## config.mk

```make
export PLATFORM = sky130hd
export DESIGN_NAME = cwd_config_word_decoder
export DESIGN_NICKNAME = d
export VERILOG_FILES = /design/src/cwd_pkg.sv /design/src/cwd_config_word_decoder.sv
export SDC_FILE = /design/constraint.sdc
export NUM_CORES = 1
export LEC_CHECK = 0
export ABC_AREA = 1
export BUFFER_PORTS_ARGS = -buffer_cell sky130_fd_sc_hd__buf_2
export CAP_MARGIN = 0
export CORE_ASPECT_RATIO = 0.8
export CORE_MARGIN = 1.5
export CORE_UTILIZATION = 52
export CTS_CLUSTER_SIZE = 28
export DETAILED_ROUTE_END_ITERATION = 7
export PLACE_DENSITY = 0.8
export SYNTH_ARGS = -nofsm -noshare
export SYNTH_HDL_FRONTEND = slang
export SYNTH_SLANG_ARGS = --single-unit
```

## constraint.sdc

```tcl
create_clock -name MCLK -period 2.8 [get_ports MCLK]
set_clock_uncertainty 0.15 [all_clocks]
set_input_delay 0.42 -clock MCLK [delete_from_list [all_inputs] [get_ports MCLK]]
set_output_delay 0.42 -clock MCLK [all_outputs]
set_load 0.01 [all_outputs]
```

## src/cwd_pkg.sv

```systemverilog
// Overview of operation
// Word one sits at 8007h, word two at 8008h; all options decode from them.
// Unimplemented bits of both words always read back as one.
// Word one bit 11 low routes system clock to its pin; high gives I/O.
// Brown-out field: 11 on, 10 on except sleep, 01 software bit, 00 off.
// Brown-out enable never turns on the power-up timer by itself.
// Code-protect bit 7 low enables protection, high disables it.
// Protected memory blocks external port reads and writes; reads give zeros.
// Protection clears only through a bulk erase, never a selective rewrite.
// Reset-pin bit ignored under low-voltage programming; else reset pin or input.
// Power-up timer bit 5 low enables the timer, high disables it.
// Watchdog field: 11 on, 10 on except sleep, 01 software bit, 00 off.
// Oscillator field picks external high, medium, low power, or internal oscillator.
// Oscillator field sets the clock source used at power-up.
// Word two bit 13 enables low-voltage programming; not clearable in such session.
// Debugger bit low dedicates both programming pins to the debugger.
// Low-power brown-out bit 11 low enables it, high disables it.
// Brown-out trip bit 10 high selects low trip, low selects high trip.
// Stack-fault bit 9 high resets on stack overflow or underflow.
// Small variant write protection: none, 000-1FFh, 000-7FFh, or 000-FFFh.
// Large variant write protection: none, 0000-01FFh, 0000-0FFFh, or 0000-1FFFh.
// Four user identification words at 8000h-8003h, readable and writable.
// Identification word at 8006h holds nine-bit part code and five-bit revision.
// Words latch from storage during reset and stay static until next reset.
package cwd_pkg;
  localparam logic [15:0] USER_ID_BASE   = 16'h8000;
  localparam logic [15:0] PART_ID_ADDR   = 16'h8006;
  localparam logic [15:0] CFG_ONE_ADDR   = 16'h8007;
  localparam logic [15:0] CFG_TWO_ADDR   = 16'h8008;
  localparam int          USER_ID_COUNT  = 4;
  // AXI byte addresses of the register window.
  localparam logic [7:0]  A_USER_ID0     = 8'h00;
  localparam logic [7:0]  A_PART_ID      = 8'h18;
  localparam logic [7:0]  A_CFG_ONE      = 8'h1C;
  localparam logic [7:0]  A_CFG_TWO      = 8'h20;
  localparam logic [7:0]  A_STATUS       = 8'h24;
  localparam logic [7:0]  A_PROG_CTRL    = 8'h28;
  localparam logic [13:0] CFG_ONE_UNIMPL = 14'h3104;
  localparam logic [13:0] CFG_TWO_UNIMPL = 14'h01FC;
  localparam logic [13:0] WORD_ERASED    = 14'h3FFF;
  localparam int B1_CLOCK_OUTPUT_PIN = 11;
  localparam int B1_BOR_LO = 9;
  localparam int B1_CP     = 7;
  localparam int B1_RSTPIN = 6;
  localparam int B1_POWERUP_TIMER   = 5;
  localparam int B1_WDT_LO = 3;
  localparam int B1_OSC_LO = 0;
  localparam int B2_LVP    = 13;
  localparam int B2_DEBUG  = 12;
  localparam int B2_LOW_POWER_BROWNOUT_ENABLE_N  = 11;
  localparam int B2_BROWNOUT_TRIP_SELECT   = 10;
  localparam int B2_STVR   = 9;
  localparam int B2_WRT_LO = 0;
  localparam int PC_ERASE  = 0;
  localparam int PC_LVPSES = 1;
  localparam logic [1:0] MODE_ALWAYS = 2'h3;
  localparam logic [1:0] MODE_RUN    = 2'h2;
  localparam logic [1:0] MODE_SW     = 2'h1;
  localparam logic [12:0] WP_SMALL_10 = 13'h01FF;
  localparam logic [12:0] WP_SMALL_01 = 13'h07FF;
  localparam logic [12:0] WP_SMALL_00 = 13'h0FFF;
  localparam logic [12:0] WP_LARGE_10 = 13'h01FF;
  localparam logic [12:0] WP_LARGE_01 = 13'h0FFF;
  localparam logic [12:0] WP_LARGE_00 = 13'h1FFF;
  localparam logic [1:0] RESP_OKAY   = 2'h0;
  localparam logic [1:0] RESP_SLVERR = 2'h2;

  typedef enum logic [1:0] {
    OSC_INTERNAL, OSC_EXT_LOW, OSC_EXT_MEDIUM, OSC_EXT_HIGH
  } cwd_osc_t;

  typedef struct packed {
    logic       clock_output_route;
    logic       bor_always;
    logic       bor_run_only;
    logic       bor_software;
    logic       code_protect_active;
    logic       pin_is_reset;
    logic       pin_pullup_forced;
    logic       powerup_timer_on;
    logic       wdt_always;
    logic       wdt_run_only;
    logic       wdt_software;
    cwd_osc_t   osc_mode;
    logic       clock_input_is_io;
    logic       low_voltage_program_enable;
    logic       debugger_owns_pins;
    logic       low_power_bor_on;
    logic       bor_low_trip;
    logic       stack_fault_reset_enable;
    logic       wp_active;
    logic [12:0] wp_top;
  } cwd_ctrl_t;

  typedef struct packed {
    logic [7:0]  awaddr;
    logic        aw_held;
    logic [31:0] wdata;
    logic [3:0]  wstrb;
    logic        w_held;
    logic        bvalid;
    logic [1:0]  bresp;
    logic        rvalid;
    logic [31:0] rdata;
    logic [1:0]  rresp;
  } cwd_axi_t;
endpackage

```

## src/cwd_config_word_decoder.sv

```systemverilog
module cwd_config_word_decoder #(
  parameter bit          LARGE_FLASH = 1'b0,
  // Part code value is arbitrary.
  parameter logic [8:0]  PART_CODE   = 9'h0A5,
  // Revision value is arbitrary.
  parameter logic [4:0]  SILICON_STEP = 5'h01
) (
  input  wire logic              MCLK,
  input  wire logic              RESET,
  input  wire logic [13:0]       NV_CFG_ONE,
  input  wire logic [13:0]       NV_CFG_TWO,
  input  wire logic              SOFTWARE_BROWNOUT_ENABLE,
  input  wire logic              SOFTWARE_WATCHDOG_ENABLE,
  input  wire logic              PORT_PULLUP_BIT,
  input  wire logic              IN_SLEEP,
  input  wire logic              STACK_FAULT,
  input  wire logic              EXT_PORT_REQ,
  input  wire logic [14:0]       SELF_WRITE_ADDR,
  input  wire logic [13:0]       FLASH_RDATA,
  output logic [13:0]            EXT_PORT_RDATA,
  output logic                   EXT_PORT_BLOCKED,
  output logic                   SELF_WRITE_BLOCKED,
  output logic                   STACK_FAULT_RESET,
  output logic                   BROWNOUT_ACTIVE,
  output logic                   WATCHDOG_ACTIVE,
  output cwd_pkg::cwd_ctrl_t     CTRL,
  input  wire logic [7:0]        AWADDR,
  input  wire logic              AWVALID,
  output logic                   AWREADY,
  input  wire logic [31:0]       WDATA,
  input  wire logic [3:0]        WSTRB,
  input  wire logic              WVALID,
  output logic                   WREADY,
  output logic [1:0]             BRESP,
  output logic                   BVALID,
  input  wire logic              BREADY,
  input  wire logic [7:0]        ARADDR,
  input  wire logic              ARVALID,
  output logic                   ARREADY,
  output logic [31:0]            RDATA,
  output logic [1:0]             RRESP,
  output logic                   RVALID,
  input  wire logic              RREADY
);
  typedef struct packed {
    logic [13:0]                 cfg_one;
    logic [13:0]                 cfg_two;
    logic [3:0][13:0]            user_id;
    logic                        erase_pending;
    logic                        lvp_session;
    logic                        refused;
    cwd_pkg::cwd_ctrl_t          ctrl;
    logic [13:0]                 port_rdata;
    logic                        port_blocked;
    cwd_pkg::cwd_axi_t           axi;
  } cwd_state_t;

  cwd_state_t st_reg;
  cwd_state_t st_next;

  function automatic cwd_pkg::cwd_ctrl_t decode(input logic [13:0] w1, input logic [13:0] w2);
    cwd_pkg::cwd_ctrl_t c;
    logic [1:0]         bor;
    logic [1:0]         wdt;
    logic [1:0]         self_write_protect_field;
    bor = w1[cwd_pkg::B1_BOR_LO +: 2];
    wdt = w1[cwd_pkg::B1_WDT_LO +: 2];
    self_write_protect_field = w2[cwd_pkg::B2_WRT_LO +: 2];
    c.clock_output_route  = ~w1[cwd_pkg::B1_CLOCK_OUTPUT_PIN];
    c.bor_always          = (bor == cwd_pkg::MODE_ALWAYS);
    c.bor_run_only        = (bor == cwd_pkg::MODE_RUN);
    c.bor_software        = (bor == cwd_pkg::MODE_SW);
    c.code_protect_active = ~w1[cwd_pkg::B1_CP];
    c.low_voltage_program_enable = w2[cwd_pkg::B2_LVP];

    c.pin_is_reset        = w2[cwd_pkg::B2_LVP] | w1[cwd_pkg::B1_RSTPIN];
    c.pin_pullup_forced   = c.pin_is_reset;
    c.powerup_timer_on    = ~w1[cwd_pkg::B1_POWERUP_TIMER];
    c.wdt_always          = (wdt == cwd_pkg::MODE_ALWAYS);
    c.wdt_run_only        = (wdt == cwd_pkg::MODE_RUN);
    c.wdt_software        = (wdt == cwd_pkg::MODE_SW);
    c.osc_mode            = cwd_pkg::cwd_osc_t'(w1[cwd_pkg::B1_OSC_LO +: 2]);
    c.clock_input_is_io   = (c.osc_mode == cwd_pkg::OSC_INTERNAL);
    c.debugger_owns_pins  = ~w2[cwd_pkg::B2_DEBUG];
    c.low_power_bor_on    = ~w2[cwd_pkg::B2_LOW_POWER_BROWNOUT_ENABLE_N];
    c.bor_low_trip        = w2[cwd_pkg::B2_BROWNOUT_TRIP_SELECT];
    c.stack_fault_reset_enable = w2[cwd_pkg::B2_STVR];
    c.wp_active           = (self_write_protect_field != cwd_pkg::MODE_ALWAYS);
    unique case (self_write_protect_field)
      2'h2:    c.wp_top = LARGE_FLASH ? cwd_pkg::WP_LARGE_10 : cwd_pkg::WP_SMALL_10;
      2'h1:    c.wp_top = LARGE_FLASH ? cwd_pkg::WP_LARGE_01 : cwd_pkg::WP_SMALL_01;
      2'h0:    c.wp_top = LARGE_FLASH ? cwd_pkg::WP_LARGE_00 : cwd_pkg::WP_SMALL_00;
      default: c.wp_top = '0;
    endcase
    return c;
  endfunction

  function automatic logic [31:0] merge(input logic [31:0] old, input logic [31:0] nw,
                                        input logic [3:0] be);
    logic [31:0] r;
    r = old;
    for (int i = 0; i < 4; i++) begin
      if (be[i]) begin
        r[8*i +: 8] = nw[8*i +: 8];
      end
    end
    return r;
  endfunction

  always_comb begin
    logic        do_write;
    logic        do_read;
    logic [7:0]  wa;
    logic [31:0] rd;
    logic [1:0]  rr;
    logic [13:0] nv;
    logic [31:0] pc;
    st_next = st_reg;
    do_write = st_reg.axi.aw_held && st_reg.axi.w_held && !st_reg.axi.bvalid;
    do_read  = ARVALID && !st_reg.axi.rvalid;
    wa = st_reg.axi.awaddr;
    rd = '0;
    rr = cwd_pkg::RESP_OKAY;
    nv = '0;
    pc = '0;
    if (AWVALID && AWREADY) begin
      st_next.axi.awaddr  = AWADDR;
      st_next.axi.aw_held = 1'b1;
    end
    if (WVALID && WREADY) begin
      st_next.axi.wdata  = WDATA;
      st_next.axi.wstrb  = WSTRB;
      st_next.axi.w_held = 1'b1;
    end
    if (do_write) begin
      st_next.axi.aw_held = 1'b0;
      st_next.axi.w_held  = 1'b0;
      st_next.axi.bvalid  = 1'b1;
      st_next.axi.bresp   = cwd_pkg::RESP_OKAY;
      if (wa[7:4] == 4'h0 && wa[1:0] == 2'h0) begin
        pc = merge({18'h0, st_reg.user_id[wa[3:2]]}, st_reg.axi.wdata, st_reg.axi.wstrb);
        nv = pc[13:0];
        st_next.user_id[wa[3:2]] = nv;
      end else if (wa == cwd_pkg::A_PROG_CTRL) begin
        pc = merge({30'h0, st_reg.lvp_session, st_reg.erase_pending},
                   st_reg.axi.wdata, st_reg.axi.wstrb);
        st_next.erase_pending = pc[cwd_pkg::PC_ERASE];
        st_next.lvp_session   = pc[cwd_pkg::PC_LVPSES];
      end else if (wa == cwd_pkg::A_CFG_ONE || wa == cwd_pkg::A_CFG_TWO) begin
        // Words are static until reset; a write only gets an error.
        st_next.axi.bresp = cwd_pkg::RESP_SLVERR;
      end else begin
        st_next.axi.bresp = cwd_pkg::RESP_SLVERR;
      end
    end
    if (st_reg.axi.bvalid && BREADY) begin
      st_next.axi.bvalid = 1'b0;
    end
    if (do_read) begin
      if (ARADDR[7:4] == 4'h0 && ARADDR[1:0] == 2'h0) begin
        rd = {18'h0, st_reg.user_id[ARADDR[3:2]]};
      end else if (ARADDR == cwd_pkg::A_PART_ID) begin
        rd = {18'h0, PART_CODE, SILICON_STEP};
      end else if (ARADDR == cwd_pkg::A_CFG_ONE) begin
        rd = {18'h0, st_reg.cfg_one | cwd_pkg::CFG_ONE_UNIMPL};
      end else if (ARADDR == cwd_pkg::A_CFG_TWO) begin
        rd = {18'h0, st_reg.cfg_two | cwd_pkg::CFG_TWO_UNIMPL};
      end else if (ARADDR == cwd_pkg::A_STATUS) begin
        rd = {29'h0, st_reg.refused, st_reg.ctrl.code_protect_active, st_reg.port_blocked};
      end else if (ARADDR == cwd_pkg::A_PROG_CTRL) begin
        rd = {30'h0, st_reg.lvp_session, st_reg.erase_pending};
      end else begin
        rr = cwd_pkg::RESP_SLVERR;
      end
      st_next.axi.rvalid = 1'b1;
      st_next.axi.rdata  = rd;
      st_next.axi.rresp  = rr;
    end else if (st_reg.axi.rvalid && RREADY) begin
      st_next.axi.rvalid = 1'b0;
    end
    st_next.port_blocked = EXT_PORT_REQ && st_reg.ctrl.code_protect_active;
    st_next.port_rdata   = st_reg.ctrl.code_protect_active ? '0 : FLASH_RDATA;
    if (RESET) begin
      // Capture the stored words during reset; the bulk erase path restores blank words. R23
      st_next.cfg_one = (st_reg.erase_pending ? cwd_pkg::WORD_ERASED : NV_CFG_ONE)
                        | cwd_pkg::CFG_ONE_UNIMPL;
      st_next.cfg_two = (st_reg.erase_pending ? cwd_pkg::WORD_ERASED : NV_CFG_TWO)
                        | cwd_pkg::CFG_TWO_UNIMPL;
      // A low-voltage session cannot clear the low-voltage enable.
      st_next.refused = st_reg.lvp_session && !NV_CFG_TWO[cwd_pkg::B2_LVP]
                        && st_reg.cfg_two[cwd_pkg::B2_LVP];
      if (st_next.refused) begin
        st_next.cfg_two[cwd_pkg::B2_LVP] = 1'b1;
      end
      // Protection may only be lifted by a bulk erase, not a rewrite of the bit.
      if (!st_reg.erase_pending && st_reg.ctrl.code_protect_active) begin
        st_next.cfg_one[cwd_pkg::B1_CP] = 1'b0;
      end
      st_next.ctrl = decode(st_next.cfg_one, st_next.cfg_two);
      st_next.erase_pending = 1'b0;
      st_next.axi = '0;
      st_next.port_blocked = 1'b0;
      st_next.port_rdata = '0;
    end
  end

  always_ff @(posedge MCLK) begin
    st_reg <= st_next;
  end

  assign AWREADY = !st_reg.axi.aw_held && !RESET;
  assign WREADY  = !st_reg.axi.w_held && !RESET;
  assign ARREADY = !st_reg.axi.rvalid && !RESET;
  assign BVALID  = st_reg.axi.bvalid;
  assign BRESP   = st_reg.axi.bresp;
  assign RVALID  = st_reg.axi.rvalid;
  assign RDATA   = st_reg.axi.rdata;
  assign RRESP   = st_reg.axi.rresp;
  assign CTRL    = st_reg.ctrl;
  assign EXT_PORT_RDATA   = st_reg.port_rdata;
  assign EXT_PORT_BLOCKED = st_reg.port_blocked;
  assign SELF_WRITE_BLOCKED = st_reg.ctrl.wp_active
                              && SELF_WRITE_ADDR <= {2'b00, st_reg.ctrl.wp_top};
  assign STACK_FAULT_RESET = STACK_FAULT && st_reg.ctrl.stack_fault_reset_enable;
  assign BROWNOUT_ACTIVE = st_reg.ctrl.bor_always || (st_reg.ctrl.bor_run_only && !IN_SLEEP)
                           || (st_reg.ctrl.bor_software && SOFTWARE_BROWNOUT_ENABLE);
  assign WATCHDOG_ACTIVE = st_reg.ctrl.wdt_always || (st_reg.ctrl.wdt_run_only && !IN_SLEEP)
                           || (st_reg.ctrl.wdt_software && SOFTWARE_WATCHDOG_ENABLE);
endmodule // cwd_config_word_decoder

```

==> flow_summary.ini <==
[power]
leakagePower_uw = 0.00374
ir_drop_mv = 0.487
power.density_nw_per_um2 = 658
p_total_uw = 5510

[worst_hold_path]
min_path_type = input port to register
min_from = BREADY

[timing]
finalHoldViolCount = 0
rsz0062_at_grt = false
setup_violations = 0
worst_pin_slew_ps = 628
fin_crit_sh = 0.935
relSlewSlack = 0.579
fin_ws_ps = 182
slew_violations = 0
period_minus_slack_ps = 2620
finalSetupTns_ps = 0
fmax_mhz = 382

[worst_setup_path]
cpPeakStageDelay_ps = 450
crit_chain = inv_2, ha_1, a21oi_2, o21ai_0, nand2_1, nand2_1, nand2_1, nand3_1, a21boi_1, buf_2
crit_path_max_fanout = 8
cp_common_cell = nand2_1
reg2reg_from = st_reg[78]
cp.required_ps = 2230
start_kind = register
arrival_ps = 2050
critPathLaunch = CTRL[8]
crit_slowest_cell = edfxtp_1
worst-setup-path-type = register to output pin
critPathCaptureType = output pin
reg2reg_slack_ps = 790

[global_routing]
grtUsageTotal = 0.236
overflow = 0
grt_pass1_vias = 5281
grt_max_degree = 33
antenna_found_initial = 1
grt_pass1_wl_mm = 26.4

[yosys]
synthTopCellsByArea = edfxtp_1 (38%), dfxtp_1 (17%), nand2_1 (10%)
synth_most_common_cell = nand2_1
syn_inst = 797
synth_area_um2 = 7260
yosysTopAreaCellShare = 0.380
synth_flop_cell = edfxtp_1
ys_warn_count = 0
ys_top_cells_by_count = nand2_1 (196), edfxtp_1 (92), buf_4 (83), nor2_1 (76), inv_1 (71)
ys_seq_area_frac = 0.546
synth-edff-count = 92
async_flop_share = 0
synth_area_per_cell_um2 = 9.11
synth-seq-cells = 152
yosys.area.top_type = edfxtp_1
ys_types = 38

[drt]
dr.first_iter.drc_count = 581
drt-wirelength-per-cell_um = 15.5
antenna_left = 0
vias_per_cell = 5.22
first_pass_iters = 5
vias = 5737
routed_wl_mm = 17.0
drc_errors = 0

[floorplanning]
rows = 38
dieArea_um2 = 14700
die_width_um = 135
die_h_um = 109
core-area_um2 = 13600
ios = 215
start_util = 0.534

[flow_run]
drv_cap = 0

[placement]
dp_hpwl_mm = 11.8
dp_cells = 1064
io_buffer_count = 161
pre_cts_ws_ps = 399
place_area_um2 = 7730
place_congestion = 0.900

[final_layout]
largest_reg_flops = 100
diodes = 0
fin_cells = 1098
drive_gt1_frac = 0.254
area_growth_pct = 15.3
postLayoutCellArea_um2 = 8370
nets = 1039

[clock_network]
cts_tree = built
clockBufferDepth = 2
clock_sinks = 152
cts.clk_slew.worst_paths_ps = 60
cts_buffers = 17
clk_latency_ps = 430
htreeDepth = 4
cts_root_buffer = clkbuf_16

[status]
status = finished clean
-- stage by stage --
stage          utilization  hold WS [ps]
6_report             0.616          20.8
5_1_grt              0.616          28.8
4_1_cts              0.614          20.2
3_5_place_dp         0.569           320
3_3_place_gp         0.569           303
2_1_floorplan            -           281
-- cells in the final DEF (no fill, tap or decap), drive strengths merged --
cell        n
edfxtp     92
nand2     200
nand3      15
a31oi       8
dfxtp      60
bufinv      4
buf       176
o22ai       2
clkbuf     18
o31ai       8
a211oi      1
a21boi      1
ha         12
o21a        1
nor3       11
a41oi       6
nand4      15
clkinvlp    2
or2         5
inv        76
o21ai      44
nor2       82
a221o       2
a21oi      34
conb       21
a22oi      14
clkinv      8
-- cells by family (layout without fill, tap and decap cells) --
| kind of cell | after synthesis | count (layout) | synth area share |
|---|---|---|---|
| buffers and inverters | 183 | 284 | 0.141 |
| other | 1 | 21 | 0.000516 |
| DFF | 152 | 152 | 0.546 |
| and+or+nand+nor | 328 | 328 | 0.191 |
| AOI/OAI and AO/OA | 121 | 121 | 0.100 |
| adders and majority gates | 12 | 12 | 0.0207 |
-- critical path, delay by kind of cell, from the launching register on --
kind | cells | cell delay [ps]
AND/OR/NAND/NOR | 4 | 240
buffers and inverters | 2 | 310
flip-flops | 1 | 450
adder cells (fa/ha/maj) | 1 | 280
AO/OA/AOI/OAI | 3 | 340
-- area by class of cell --
class,count,area (um^2)
fillers,1158,5220
inverters,76,287
well taps,180,225
clock inverters,14,195
repair buffers,176,918
clock buffers,18,429
flip-flops and latches,152,3960
multi-input cells,482,2360
-- layer usage --
layer / up-vias / GRT usage / part of all wire
li1: 2764 / - / -
met1: 2609 / 0.326 / 0.44
met2: 330 / 0.362 / 0.45
met5: - / 0 / 0
met4: 0 / 0.0691 / 0.016
met3: 34 / 0.0669 / 0.099
-- repair_timing --
action / CTS / global route
setup endpoints to repair: 1 / 1
hold buffers: 0 / 0
resized for setup: 1 / 2
buffers inserted: 0 / 2
-- where the power goes --
part | switching, uW | total, uW | leakage (uW) | internal, uW
sequential | 44.2 | 2530 | 0.00135 | 2490
combinational | 357 | 555 | 0.00210 | 198
clock | 922 | 2420 | 0.000301 | 1500
-- final timing paths --
check	end	depth (start not counted)
max	SELF_WRITE_BLOCKED	10
min	BVALID	2
max reg2reg	st_reg[144]	5
min reg2reg	RDATA[10]	2
No activity file was read; power rests on OpenSTA's default activity.
